File: src/inc/flash_host_pkg.sv
package flash_host_pkg;
  // ==========================================================
  // avalon register map of the controller (byte addresses)
  localparam logic [3:0] reg_cmd = 4'h0;
  localparam logic [3:0] reg_addr = 4'h4;
  localparam logic [3:0] reg_data = 4'h8;
  localparam logic [3:0] reg_status = 4'hc;
  // ==========================================================
  // command codes written to reg_cmd[2:0]
  localparam logic [2:0] op_read = 3'h1;
  localparam logic [2:0] op_write = 3'h2;
  localparam logic [2:0] op_toggle_poll = 3'h3;
  localparam logic [2:0] op_data_poll = 3'h4;
  // ==========================================================
  // status bit positions on the low data lines
  localparam int polled_data_pos = 7;
  localparam int first_toggle_pos = 6;
  localparam int timeout_error_pos = 5;
  localparam int erase_start_pos = 3;
  localparam int second_toggle_pos = 2;
  // ==========================================================
  // reset values and bus timing
  localparam logic [7:0] reset_command = 8'hf0;
  localparam int strobe_ns = 100;
  localparam int clk_ns = 50;
  localparam int strobe_cycles = (strobe_ns + clk_ns - 1) / clk_ns;
  // ==========================================================
  // poll outcomes
  typedef enum logic [1:0] {res_none, res_done, res_fail} poll_result_t;
  typedef struct packed {
    logic busy;
    poll_result_t result;
    logic second_toggled;
    logic suspended_view;
    logic [7:0] last_data;
  } host_status_t;
endpackage

File: src/rtl/flash_host.sv
`timescale 1ns/1ps
// Summary of operation
// RL1: device takes erase-suspend only during sector erase; host just writes it
// RL2: suspend completes within 20 us; software polls after writing it
// RL3: suspended device allows reads and programs in non-erasing sectors
// RL4: reads inside suspended sectors return status on all low data lines
// RL5: identification sequence unsupported while suspended
// RL6: resume command written at any address restarts the sector erase
// RL7: polled data bit reads inverted until programming ends
// RL8: polled data bit reads 0 while erasing, 1 after
// RL9: polling address must lie in the busy, unprotected sector
// RL10: after polled bit turns valid, take data from another read
// RL11: ready/busy output low while programming or erasing
// RL12: first toggle bit flips on each read during program or erase
// RL13: protected program toggles about 2 us then stops
// RL14: fully protected erase toggles about 100 us then returns to read
// RL15: timeout error bit high means the operation failed
// RL16: after failure the host writes the reset command
// RL17: on error bit, recheck toggling before declaring failure
// RL18: erase-start flag rises once sector erase begins
// RL19: second toggle bit flips on reads in erase-selected sectors
// RL20: combine both toggle bits to tell selected sector and suspend
// RL21: read status twice and compare; no toggle means complete
// RL22: on toggling check error bit, recheck, reset on failure
// RL23: first toggle bit steady once done or suspend acknowledged
module flash_host
  import flash_host_pkg::*;
#(
  parameter int addr_w = 20
) (
  input wire logic clk_sys,
  input wire logic rstn,
  input wire logic [3:0] avs_address,
  input wire logic avs_read,
  input wire logic avs_write,
  input wire logic [31:0] avs_writedata,
  output logic [31:0] avs_readdata,
  output logic avs_waitrequest,
  output logic [addr_w-1:0] flash_addr,
  output logic [7:0] flash_dq_out,
  output logic flash_dq_oe,
  input wire logic [7:0] flash_dq_in,
  output logic flash_ce_n,
  output logic flash_oe_n,
  output logic flash_we_n,
  input wire logic flash_ready_busy_n
);
  // ==========================================================
  // bus cycle engine
  typedef enum {st_idle, st_rd, st_wr, st_eval, st_reset_wr} state_t;
  localparam int cnt_w = $clog2(strobe_cycles + 1);
  localparam logic [cnt_w-1:0] strobe_load = cnt_w'(strobe_cycles);
  state_t state;
  logic [cnt_w-1:0] cnt;
  logic [2:0] op;
  logic [addr_w-1:0] addr;
  logic [7:0] wdata;
  logic [7:0] prev;
  logic [1:0] reads;
  logic err_seen;
  logic [7:0] expect_data;
  host_status_t st;
  logic strobe_done;
  logic wr_take;
  assign strobe_done = (cnt == 0);
  // a write lands only on its answer edge; a request held past it is taken again two cycles later
  assign wr_take = avs_write && !avs_waitrequest;

  // one flash cycle at a time; software sequences unlock, suspend and resume
  always_ff @(posedge clk_sys or negedge rstn) begin
    if (!rstn) begin
      state <= st_idle;
      cnt <= '0;
      op <= 3'h0;
      addr <= '0;
      wdata <= 8'h00;
      expect_data <= 8'h00;
      prev <= 8'h00;
      reads <= 2'h0;
      err_seen <= 1'b0;
      st <= '0;
      flash_addr <= '0;
      flash_dq_out <= 8'h00;
      flash_dq_oe <= 1'b0;
      flash_ce_n <= 1'b1;
      flash_oe_n <= 1'b1;
      flash_we_n <= 1'b1;
    end else begin
      case (state)
        st_idle: begin
          if (wr_take && avs_address == reg_addr) begin
            addr <= avs_writedata[addr_w-1:0];
          end
          if (wr_take && avs_address == reg_data) begin
            wdata <= avs_writedata[7:0];
            expect_data <= avs_writedata[7:0];
          end
          // commands arriving while busy are ignored: the engine is not idle then
          if (wr_take && avs_address == reg_cmd && avs_writedata[2:0] != 3'h0) begin
            op <= avs_writedata[2:0];
            st.busy <= 1'b1;
            st.result <= res_none;
            reads <= 2'h0;
            err_seen <= 1'b0;
            st.second_toggled <= 1'b0;
            // suspend/resume/unlock are plain writes issued in order by software [RL1] [RL6]
            state <= (avs_writedata[2:0] == op_write) ? st_wr : st_rd;
            flash_addr <= addr; // software points polls at the busy sector [RL9]
            flash_ce_n <= 1'b0;
            cnt <= strobe_load;
            if (avs_writedata[2:0] == op_write) begin
              flash_dq_out <= wdata;
              flash_dq_oe <= 1'b1;
              flash_we_n <= 1'b0;
            end else begin
              flash_oe_n <= 1'b0;
            end
          end
        end
        st_rd: begin
          if (strobe_done) begin
            flash_oe_n <= 1'b1;
            flash_ce_n <= 1'b1;
            st.last_data <= flash_dq_in; // status or array per sector [RL4] [RL3]
            prev <= flash_dq_in;
            reads <= reads + 2'h1;
            if (reads != 2'h0 && flash_dq_in[second_toggle_pos] != prev[second_toggle_pos]) begin
              st.second_toggled <= 1'b1; // sector selected for erase [RL19] [RL20]
            end
            state <= st_eval;
          end else begin
            cnt <= cnt - 1'b1;
          end
        end
        st_wr: begin
          // no read-back after a write: software polls the device for completion
          if (strobe_done) begin
            flash_we_n <= 1'b1;
            flash_ce_n <= 1'b1;
            flash_dq_oe <= 1'b0;
            st.busy <= 1'b0;
            state <= st_idle;
          end else begin
            cnt <= cnt - 1'b1;
          end
        end
        st_eval: begin
          state <= st_rd;
          flash_ce_n <= 1'b0;
          flash_oe_n <= 1'b0;
          cnt <= strobe_load;
          if (op == op_read) begin
            st.busy <= 1'b0;
            state <= st_idle;
            flash_ce_n <= 1'b1;
            flash_oe_n <= 1'b1;
          end else if (op == op_data_poll) begin
            if (prev[polled_data_pos] == expect_data[polled_data_pos]) begin
              // polled bit valid; one more read for the other lines [RL7] [RL8] [RL10]
              op <= op_read;
              st.result <= res_done;
            end else if (prev[timeout_error_pos]) begin
              op <= op_toggle_poll; // recheck via toggle before failing [RL15] [RL17]
              reads <= 2'h0;
              err_seen <= 1'b1;
            end
          end else if (reads >= 2'h2) begin
            // compare two consecutive reads of the first toggle bit [RL21] [RL12] [RL23]
            if (st.last_data[first_toggle_pos] == st.suspended_view) begin
              st.result <= res_done;
              op <= op_read;
            end else if (err_seen) begin
              state <= st_reset_wr; // still toggling after error [RL16] [RL22]
              flash_oe_n <= 1'b1;
              flash_dq_out <= reset_command;
              flash_dq_oe <= 1'b1;
              flash_we_n <= 1'b0;
            end else if (prev[timeout_error_pos]) begin
              err_seen <= 1'b1; // error seen: one more comparison [RL17] [RL22]
            end
          end
          // keep this read's toggle bit; the next evaluation compares against it
          st.suspended_view <= prev[first_toggle_pos];
        end
        st_reset_wr: begin
          if (strobe_done) begin
            flash_we_n <= 1'b1;
            flash_ce_n <= 1'b1;
            flash_dq_oe <= 1'b0;
            st.result <= res_fail;
            st.busy <= 1'b0;
            state <= st_idle;
          end else begin
            cnt <= cnt - 1'b1;
          end
        end
        default: state <= st_idle;
      endcase
    end
  end

  // ==========================================================
  // avalon slave: one wait cycle on every access
  // waitrequest is its own flop so the answer comes straight from a register
  always_ff @(posedge clk_sys or negedge rstn) begin
    if (!rstn) begin
      avs_waitrequest <= 1'b1;
      avs_readdata <= 32'h0000_0000;
    end else begin
      avs_waitrequest <= !((avs_read || avs_write) && avs_waitrequest);
      case (avs_address)
        reg_addr: avs_readdata <= 32'(addr);
        reg_data: avs_readdata <= {24'h000000, wdata};
        // ready_busy level shown for software waits [RL11] [RL2] [RL13] [RL14] [RL18]
        reg_status: avs_readdata <= {19'h00000, !flash_ready_busy_n, st.busy, st.result,
          st.second_toggled, st.last_data};
        default: avs_readdata <= 32'h0000_0000;
      endcase
    end
  end
endmodule // flash_host

File: config.mk
export PLATFORM = sky130hd
export DESIGN_NAME = flash_host
export DESIGN_NICKNAME = d
export VERILOG_FILES = /design/src/inc/flash_host_pkg.sv /design/src/rtl/flash_host.sv
export SDC_FILE = /design/constraint.sdc
export NUM_CORES = 1
export LEC_CHECK = 0
export BUFFER_PORTS_ARGS = -buffer_cell sky130_fd_sc_hd__buf_2
export CAP_MARGIN = 40
export CELL_PAD_IN_SITES_DETAIL_PLACEMENT = 1
export CELL_PAD_IN_SITES_GLOBAL_PLACEMENT = 2
export CORE_MARGIN = 4
export CORE_UTILIZATION = 31
export DETAILED_ROUTE_END_ITERATION = 7
export MAX_ROUTING_LAYER = met4
export PLACE_DENSITY = 0.78
export SYNTH_ARGS = -nofsm -noshare
export SYNTH_HDL_FRONTEND = slang
export SYNTH_SLANG_ARGS = --single-unit
File: constraint.sdc
create_clock -name clk_sys -period 2.06 [get_ports clk_sys]
set_clock_uncertainty 0.2 [all_clocks]
set_input_delay 0.309 -clock clk_sys [delete_from_list [all_inputs] [get_ports clk_sys]]
set_output_delay 0.309 -clock clk_sys [all_outputs]
set_load 0.005 [all_outputs]
==> impl_metrics.json, run 1 <==
{
  "cellPowerDensity_nw_per_um2": 1120,
  "timing.fmax_mhz": 483,
  "clock-root-buffer": "clkbuf_16",
  "yosys_register_bits": 105,
  "first_pass_iters": 4,
  "antenna_found_initial": 0,
  "synth-compound-area-share_pct": 8.78,
  "post_drt_via_cell_ratio": 4.68,
  "hold_class": "input port to flip-flop",
  "netlist_area_um2": 4660,
  "power.share.combinational_pct": 35.5,
  "vias": 3358,
  "synthToLayoutAreaGrowth_pct": 33.2,
  "timing.setup.critical_path_class": "flip-flop to flip-flop",
  "period_needed_ps": 2070,
  "finalHoldViolCount": 0,
  "violations": "setup timing",
  "final_nets": 582,
  "grt_pass1_vias": 3719,
  "critical_path.max_fanout": 7,
  "cp_slowest_cell": "dfrtp_1",
  "final_common_cell": "dfrtp_1",
  "layout_worst_path_cycle_share_pct": 100,
  "post_route_cells_drive_above_1_share_pct": 45.1,
  "yosys-mux-area-fraction_pct": 16.8,
  "worst_pin_slew_ps": 535,
  "post_route_setup_slack_ps": -8.97,
  "most-common-layout-cells": "dfrtp_1, buf_2, mux2_2",
  "io_pins": 114,
  "p_sw_mw": 2.20,
  "timing.critical_path.to_type": "flip-flop",
  "power_frac_seq_pct": 40.8,
  "antennaDiodeCount": 0,
  "std_cell_rows": 44,
  "dpl.hpwl_um": 8950,
  "worst_hold_slack_ps": 12.0,
  "synth_top_family_by_area": "multiplexers",
  "hold_depth": 2,
  "cts-htree-levels": 3,
  "post_drt_wl_per_cell_um": 17.5,
  "drv_cap": 0,
  "clk_transition_reported_paths_ps": 70,
  "unrepaired_setup_endpoints_after_global_routing": "yes",
  "ys_dominant_reg_cell": "dfrtp_1",
  "power_leakage_nw": 3.16,
  "synth.yosys.warnings": 0,
  "ys_seq_area_share_pct": 56.5,
  "slew_viol_final": 0,
  "drc_violation_count_after_routing": 0,
  "setup_viol_count_final": 4,
  "drt_wirelength_um": 12600,
  "share_of_power_burned_in_the_clock_network_pct": 23.8,
  "synth_xor_area_share_pct": 0.940,
  "dieArea_um2": 17100,
  "port_buffers": 89,
  "rr_worst_depth": 8,
  "total_internal_power_mw": 4.72,
  "max-vdd-ir-drop_v": 0.000600,
  "start_util_pct": 31.8,
  "final_antenna_net_count": 0,
  "clk-insertion-delay-late_ps": 350,
  "initial_drt_markers": 177,
  "postSynth.asyncResetShare_pct": 100,
  "critical_path.max_stage_delay_ps": 400,
  "grt_first_pass_wirelength_um": 20100,
  "clock-sinks": 105,
  "syn_inst": 376,
  "synth-edff-count": 0,
  "synth_simple_gate_area_share_pct": 10.9,
  "yosys.cell_types.count": 55,
  "worst_setup_path_start_kind": "flip-flop",
  "routabilityCongestion": 0.846,
  "tritoncts.num_buffers": 9,
  "yosys.area_share.adder_pct": 1.02,
  "tritoncts": "yes",
  "grt.total_usage_pct": 16.0,
  "preCtsSetupSlack_ps": -174,
  "cts_buffer_depth": 2,
  "grt_overflow": 0,
  "synth_area_per_inst_um2": 12.4,
  "crit_chain": "inv_2, ha_4, o21ai_2, o21ba_2, a2111oi_4, o21a_1, buf_12, mux2_4",
  "status": "complete, but fails checks",
  "critical_path_required_ps": 2090,
  "relSlewSlack_pct": 64.3,
  "fp.dieW_um": 131,
  "die_height_um": 131,
  "core_area_um2": 14600,
  "power.switching_fraction_pct": 31.8,
  "arrival_ps": 2100,
  "grt_max_degree": 35
}
## power by group through the flow
stage          logic [mW]  registers, mW  clock network, mW
2_1_floorplan        1.47           2.77                  0
3_3_place_gp         2.26           2.82                  0
3_5_place_dp         2.34           2.85                  0
4_1_cts              2.46           2.82               1.69
5_1_grt              2.71           2.88               1.80
6_report             2.46           2.82               1.65
## cell usage after synthesis (3+ instances only)
cell      instances  share of area, %
a21oi_1           8              0.86
mux2i_1           6               1.3
dfstp_2           4               2.3
nor3_2            3              0.64
clkbuf_1          6              0.48
ha_1              3              0.81
buf_2             8              0.86
mux2_2           59                14
nand2_1          40               3.2
nor2_1           21               1.7
inv_1            15               1.2
a22o_1            3              0.56
nand2b_1          7              0.94
a22oi_1           8               1.3
and2_1            8               1.1
a21o_1            3              0.48
nor3b_2           3              0.81
dfrtp_1         101                54
o21ai_0          10               1.1
xnor2_1           3              0.56
mux2_4            4               1.3
buf_4            12               1.9
## registers in the layout (all words and copies together) (netlist names), 3 cells and up
signal / flops
state: 3
expect_data: 8
addr: 20
flash_dq_out: 8
flash_addr: 20
avs_readdata: 20
op: 3
st: 13
## stage by stage
stage	cells	instance area (µm²)	TNS (ps)	utilization [%]	total power [mW]
after floorplan	387	4700	-37.4	-	4.24
after global placement	675	5600	-822	38.3	5.08
after detailed placement	675	5600	-1040	38.3	5.19
after CTS	715	6160	-0.251	42.1	6.97
after global routing	718	6210	-606	42.4	7.39
final	718	6210	-27.3	42.4	6.92
## worst max-delay path, delay by kind of cell, from the launching register on
family,cells,cell delay [ps]
muxes,1,290
buffers and inverters,2,230
AOI/OAI and AO/OA,4,700
DFF,1,400
adders and majority gates,1,140
## worst paths after layout
check / slack (ps) / from / to
max: -9 / reads[0]$_DFFE_PN0P_ / flash_dq_out[4]$_DFFE_PN0P_
min: 10 / avs_writedata[4] / expect_data[4]$_DFFE_PN0P_
max reg2reg: -9 / reads[0]$_DFFE_PN0P_ / flash_dq_out[4]$_DFFE_PN0P_
min reg2reg: 270 / cnt[0]$_DFFE_PN0P_ / cnt[0]$_DFFE_PN0P_
max in group asynchronous: 690 / rstn / avs_readdata[17]$_DFF_PN0_
min in group asynchronous: 260 / rstn / st[6]$_DFFE_PN0P_
## kinds of logic (layout without fill, tap and decap cells)
group / count (synthesis) / count (layout)
flip-flops: 105 / 105
AND/OR/NAND/NOR: 96 / 96
multiplexers: 69 / 69
AO/OA/AOI/OAI: 53 / 53
buffers and inverters: 43 / 190
XOR/XNOR: 5 / 5
adder cells (fa/ha/maj): 4 / 4
other: 1 / 12
## final cells by class
class / count / area (µm²)
clock buffers: 13 / 270
clock inverters: 2 / 12.5
flip-flops and latches: 105 / 2630
repair buffers: 160 / 1120
multi-input cells: 239 / 1880
well taps: 184 / 230
fillers: 1608 / 8440
inverters: 15 / 56.3
## metal layers
metal  wire length (µm)  vias to the layer above  global-route usage (%)  share of wire (%)
li1                   -                     1577                       -                  -
met1               5660                     1698                    20.6                 45
met2               6190                       65                    24.8                 49
met3                421                       18                    3.13                3.4
met4                297                        0                    6.41                2.4
met5                  0                        -                       -                  0
## what timing repair did
item	in CTS	in global routing
endpoints found under the setup margin	12	15
hold endpoints to repair	51	2
hold buffers	23	2
buffers inserted	2	1
gates resized for setup	8	6
pin swaps	1	0
(Power assumes the default switching activity.)
==> run 2, diff against run 1 <==
--- a/config.mk
+++ b/config.mk
@@ -12,8 +12,8 @@
 export CORE_MARGIN = 4
 export CORE_UTILIZATION = 31
 export DETAILED_ROUTE_END_ITERATION = 7
-export MAX_ROUTING_LAYER = met4
 export PLACE_DENSITY = 0.78
+export REMOVE_ABC_BUFFERS = 1
 export SYNTH_ARGS = -nofsm -noshare
 export SYNTH_HDL_FRONTEND = slang
 export SYNTH_SLANG_ARGS = --single-unit
==> run 2 against run 1 <==
  * The flow still finishes with violations (setup timing)
  * Non-clock buffer count rose by 5
  * Utilization up 0.73 points
  * Register-to-register slack worse by 100 ps
  * Maximum frequency decreased by 4.7%
  * Critical path type unchanged
  * Highest routed layer unchanged
==> impl_metrics.json, run 2 (synthesis gave the netlist of run 1 again) <==
{
  "violations": "setup timing",
  "seq_area_um2": 2630,
  "clock-sinks": 105,
  "p_sw_mw": 2.30,
  "clock-root-buffer": "clkbuf_16",
  "grt_max_degree": 37,
  "grt_first_pass_wirelength_um": 20500,
  "std_cell_rows": 44,
  "post_drt_wl_per_cell_um": 17.4,
  "vias": 3421,
  "fillCellCount": 1582,
  "power.switching_fraction_pct": 32.2,
  "period_needed_ps": 2170,
  "first_pass_iters": 4,
  "slew_viol_final": 0,
  "critical_path_required_ps": 2090,
  "finalHoldViolCount": 0,
  "routabilityCongestion": 0.808,
  "antennaDiodeCount": 0,
  "drt_wirelength_um": 12600,
  "fin_setup_tns_ps": -679,
  "hold_class": "input port to flip-flop",
  "dieArea_um2": 17100,
  "numPlacedInstances": 675,
  "multi_input_comb_area_um2": 1910,
  "post_drt_via_cell_ratio": 4.73,
  "post_route_setup_slack_ps": -111,
  "clk_transition_reported_paths_ps": 70,
  "antenna_found_initial": 0,
  "cts-htree-levels": 3,
  "most-common-layout-cells": "dfrtp_1, buf_2, mux2_2",
  "timing.setup.critical_path_class": "flip-flop to flip-flop",
  "drc_violation_count_after_routing": 0,
  "total_internal_power_mw": 4.84,
  "grt_overflow": 0,
  "grt.total_usage_pct": 15.7,
  "drv_cap": 0,
  "cellPowerDensity_nw_per_um2": 1130,
  "reg.largest.list": "addr (20), avs_readdata (20), flash_addr (20)",
  "worst_pin_slew_ps": 532,
  "core_area_um2": 14600,
  "post_route_insts_no_fill": 724,
  "die_height_um": 131,
  "max-vdd-ir-drop_v": 0.000661,
  "rr_worst_depth": 8,
  "relSlewSlack_pct": 64.5,
  "port_buffers": 89,
  "initial_drt_markers": 159,
  "fp.dieW_um": 131,
  "synthToLayoutAreaGrowth_pct": 35.5,
  "share_of_power_burned_in_the_clock_network_pct": 23.7,
  "clk-insertion-delay-late_ps": 350,
  "io_pins": 114,
  "start_util_pct": 31.8,
  "tritoncts.num_buffers": 9,
  "cts_buffer_depth": 2,
  "unrepaired_setup_endpoints_after_global_routing": "yes",
  "critical_path.max_fanout": 6,
  "layout_worst_path_cycle_share_pct": 105,
  "worst_setup_path_start_kind": "flip-flop",
  "setup_viol_count_final": 8,
  "final_common_cell": "dfrtp_1",
  "hold_depth": 2,
  "power_frac_seq_pct": 39.6,
  "grt_pass1_vias": 3775,
  "dpl.hpwl_um": 8920,
  "power.share.combinational_pct": 36.7,
  "timing.fmax_mhz": 461,
  "arrival_ps": 2210,
  "tritoncts": "yes",
  "timing.critical_path.to_type": "flip-flop",
  "post_route_cells_drive_above_1_share_pct": 46.7,
  "power_leakage_nw": 3.21,
  "final_antenna_net_count": 0,
  "status": "complete, but fails checks",
  "final_nets": 587
}
==> run 2: changes by cell type in the layout (fill, tap and decap cells not counted), moves of 2 or more <==
| cell | change |
|---|---|
| o21ai_1 | -3 |
| buf_12 | +2 |
| mux2_4 | +2 |
| nor2_1 | -2 |
| nor2_2 | +2 |
| o21ai_2 | +2 |
| mux2_2 | -2 |
==> run 2: worst paths after layout <==
path	slack [ps]	to	start
setup / recovery	-110	flash_dq_out[4]$_DFFE_PN0P_	reads[0]$_DFFE_PN0P_
hold / removal	10	addr[6]$_DFFE_PN0P_	avs_writedata[6]
setup reg to reg	-110	flash_dq_out[4]$_DFFE_PN0P_	reads[0]$_DFFE_PN0P_
hold reg to reg	270	cnt[0]$_DFFE_PN0P_	cnt[0]$_DFFE_PN0P_
max in group asynchronous	930	flash_dq_out[7]$_DFFE_PN0P_	rstn
min in group asynchronous	210	err_seen$_DFFE_PN0P_	rstn
==> run 2: power by group through the flow <==
| stage | clock network [mW] | registers (mW) | logic [mW] |
|---|---|---|---|
| 2_1_floorplan | 0 | 2.81 | 1.33 |
| 3_3_place_gp | 0 | 2.82 | 2.29 |
| 3_5_place_dp | 0 | 2.86 | 2.39 |
| 4_1_cts | 1.76 | 2.82 | 2.48 |
| 5_1_grt | 1.85 | 2.89 | 2.90 |
| 6_report | 1.69 | 2.83 | 2.62 |
==> run 2: what timing repair did <==
action | in CTS | in global routing
hold buffers | 26 | 0
endpoints found under the hold margin | 67 | 0
pin swaps | 3 | 10
gates cloned | 0 | 0
buffers inserted | 2 | 5
endpoints found under the setup margin | 29 | 17
resized for setup | 3 | 21
==> run 2: through the flow <==
step | setup slack (ps) | utilization, % | hold slack, ps | power [mW] | cell area [µm²]
6_report | -111 | 43.1 | 14.2 | 7.14 | 6310
5_1_grt | -163 | 43.1 | 12.8 | 7.64 | 6310
4_1_cts | -111 | 42.4 | 0.700 | 7.06 | 6210
3_5_place_dp | -207 | 38.4 | 47.2 | 5.25 | 5630
3_3_place_gp | -143 | 38.4 | 44.3 | 5.11 | 5630
2_1_floorplan | -463 | - | -187 | 4.14 | 4520
==> run 2: metal layers <==
| layer | vias to the layer above | part of all wire (%) | wire, µm | global-route usage (%) |
|---|---|---|---|---|
| met5 | - | 0 | 0 | 0 |
| met4 | 0 | 0.91 | 114 | 4.48 |
| met3 | 8 | 5.0 | 626 | 4.31 |
| met2 | 79 | 51 | 6360 | 26.5 |
| met1 | 1746 | 44 | 5470 | 19.7 |
| li1 | 1588 | - | - | - |
==> run 2: critical path: stages (launching register included) <==
cell	delay [ps]
dfrtp_1	390
inv_2	80
ha_4	130
o21ai_2	40
o21ba_2	230
a2111oi_4	320
o21a_1	230
buf_12	140
mux2_4	300
==> run 2: cell type report <==
class | count | share of cell area [%]
clock buffer | 13 | 4.28
sequential | 105 | 41.7
multi-input combinational | 239 | 30.2
timing repair buffer | 165 | 18.9
inverter | 15 | 0.892
tap | 184 | 3.65
clock inverter | 3 | 0.337
==> run 3, diff against run 2 <==
--- a/config.mk
+++ b/config.mk
@@ -10,9 +10,9 @@
 export CELL_PAD_IN_SITES_DETAIL_PLACEMENT = 1
 export CELL_PAD_IN_SITES_GLOBAL_PLACEMENT = 2
 export CORE_MARGIN = 4
-export CORE_UTILIZATION = 31
+export CORE_UTILIZATION = 35
 export DETAILED_ROUTE_END_ITERATION = 7
-export PLACE_DENSITY = 0.78
+export PLACE_DENSITY = 0.83
 export REMOVE_ABC_BUFFERS = 1
 export SYNTH_ARGS = -nofsm -noshare
 export SYNTH_HDL_FRONTEND = slang
==> constraint.sdc (replaced) <==
create_clock -name clk_sys -period 2 [get_ports clk_sys]
set_clock_uncertainty 0.2 [all_clocks]
set_input_delay 0.3 -clock clk_sys [delete_from_list [all_inputs] [get_ports clk_sys]]
set_output_delay 0.3 -clock clk_sys [all_outputs]
set_load 0.005 [all_outputs]
==> run 3 against run 2 <==
  * The run still ends with setup timing left
  * Cell count decreased by 0.97%
  * Critical endpoint unchanged
  * Clock-buffer cell count decreased by 3
  * Hold slack got worse by 12 ps
  * Utilization increased by 7.4 points
  * Sequential share of layout area decreased by 1.0 points
  * Clock power increased by 14%
  * Highest routed layer unchanged
  * Via count increased by 1.5%
  * Sequential power increased by 3%
  * Die area decreased by 11%
  * Non-clock buffer count increased by 6
==> impl_metrics.json, run 3 (synthesis gave the netlist of run 1 again) <==
{
  "die_height_um": 123,
  "clock-root-buffer": "clkbuf_16",
  "grt.total_usage_pct": 17.5,
  "start_util_pct": 36.3,
  "core_area_um2": 12800,
  "vias": 3474,
  "drc_violation_count_after_routing": 0,
  "power_leakage_nw": 3.29,
  "post_route_cells_drive_above_1_share_pct": 49.9,
  "critical_path.max_fanout": 4,
  "grt_first_pass_wirelength_um": 20300,
  "status": "complete, but fails checks",
  "unrepaired_setup_endpoints_after_global_routing": "yes",
  "grt_overflow": 0,
  "clock-sinks": 105,
  "slew_viol_final": 0,
  "post_route_insts_no_fill": 717,
  "std_cell_rows": 41,
  "fillCellCount": 1397,
  "violations": "setup timing",
  "fp.dieW_um": 123,
  "dpl.hpwl_um": 8610,
  "clk-insertion-delay-late_ps": 350,
  "most-common-layout-cells": "dfrtp_1, buf_2, mux2_2",
  "rrSetupSlack_ps": -170,
  "clk_transition_reported_paths_ps": 80,
  "setup_viol_count_final": 36,
  "final_nets": 593,
  "tritoncts": "yes",
  "multi_input_comb_area_um2": 2010,
  "grt_max_degree": 56,
  "seq_area_um2": 2630,
  "fin_setup_tns_ps": -2760,
  "timing.critical_path.to_type": "flip-flop",
  "port_buffers": 89,
  "hold_class": "input port to flip-flop",
  "timing.setup.critical_path_class": "flip-flop to flip-flop",
  "reg.largest.list": "addr (20), avs_readdata (20), flash_addr (20)",
  "cellPowerDensity_nw_per_um2": 1230,
  "dieArea_um2": 15200,
  "drt_wirelength_um": 13200,
  "synthToLayoutAreaGrowth_pct": 38.9,
  "cts-htree-levels": 3,
  "routabilityCongestion": 0.818,
  "arrival_ps": 2200,
  "grt_pass1_vias": 3835,
  "max-vdd-ir-drop_v": 0.000502,
  "finalHoldViolCount": 0,
  "period_needed_ps": 2170,
  "antennaDiodeCount": 0,
  "initial_drt_markers": 120,
  "post_drt_wl_per_cell_um": 18.4,
  "critical_path_required_ps": 2030,
  "drv_cap": 0,
  "post_drt_via_cell_ratio": 4.85,
  "worst_setup_path_start_kind": "flip-flop",
  "layout_worst_path_cycle_share_pct": 108,
  "tritoncts.num_buffers": 9,
  "first_pass_iters": 4,
  "final_common_cell": "dfrtp_1",
  "cts_buffer_depth": 2,
  "numPlacedInstances": 666,
  "io_pins": 114,
  "timing.fmax_mhz": 461,
  "antenna_found_initial": 0,
  "post_route_setup_slack_ps": -170,
  "final_antenna_net_count": 0
}
-- run 3: cell types whose count changed in the layout (fill, tap and decap cells not counted), sizes merged --
cell and change:
buf +9, clkbuf -3, dlygate4sd3 -3, bufinv +2, clkinv +1, clkinvlp -1
-- run 3: where the power goes --
| part | internal [mW] | leakage (nW) | switching [mW] |
|---|---|---|---|
| combinational | 1.65 | 1.75 | 1.44 |
| sequential | 2.58 | 1.39 | 0.340 |
| clock | 1.13 | 0.159 | 0.797 |
| total | 5.36 | 3.29 | 2.58 |
-- run 3: final timing paths --
kind | from | end | cells past startpoint
worst max-delay path | state[1]$_DFFE_PN0P_ | flash_dq_out[4]$_DFFE_PN0P_ | 6
worst min-delay path | avs_writedata[19] | addr[19]$_DFFE_PN0P_ | 2
worst max register to register | state[1]$_DFFE_PN0P_ | flash_dq_out[4]$_DFFE_PN0P_ | 6
max in group asynchronous | rstn | flash_addr[18]$_DFFE_PN0P_ | 3
min in group asynchronous | rstn | cnt[0]$_DFFE_PN0P_ | 2
worst min register to register | cnt[0]$_DFFE_PN0P_ | cnt[0]$_DFFE_PN0P_ | 1
-- run 3: area by class of cell --
| type | count | share of cell area (%) |
|---|---|---|
| repair buffers | 171 | 19.2 |
| inverters | 15 | 0.870 |
| clock buffers | 10 | 3.69 |
| clock inverters | 5 | 1.22 |
| flip-flops and latches | 105 | 40.7 |
| multi-input cells | 239 | 31.0 |
| well taps | 172 | 3.33 |
-- run 3: worst max-delay path, stage by stage, from the launching register on --
cell and delay, ps:
dfrtp_1 450, nand3b_1 250, o21ba_4 200, a2111oi_4 290, o21a_1 220, buf_6 140, mux2_4 300
-- run 3: metal layers --
layer / up-vias / wire length, µm / GRT usage [%]
met3: 14 / 496 / 2.79
met4: 0 / 178 / 6.37
met1: 1784 / 5590 / 21.9
met5: - / 0 / 0
li1: 1607 / - / -
met2: 69 / 6960 / 30.4
-- run 3: repair_timing --
item,in CTS,in global routing
pin swaps,5,12
gates cloned,0,0
buffers inserted,4,9
endpoints found under the hold margin,71,0
setup endpoints to repair,50,45
gates resized for setup,23,36
hold buffers,23,0
-- run 3: through the flow --
stage / util [%] / hold slack [ps] / cell area (µm²) / worst slack, ps / total power, mW
5_1_grt: 50.5 / 2.56 / 6470 / -221 / 8.36
3_5_place_dp: 43.6 / 20.3 / 5600 / -221 / 5.36
6_report: 50.5 / 2.04 / 6470 / -170 / 7.94
3_3_place_gp: 43.6 / 15.4 / 5600 / -177 / 5.24
4_1_cts: 48.8 / 1.76 / 6260 / -101 / 7.53
2_1_floorplan: - / -196 / 4520 / -523 / 4.27
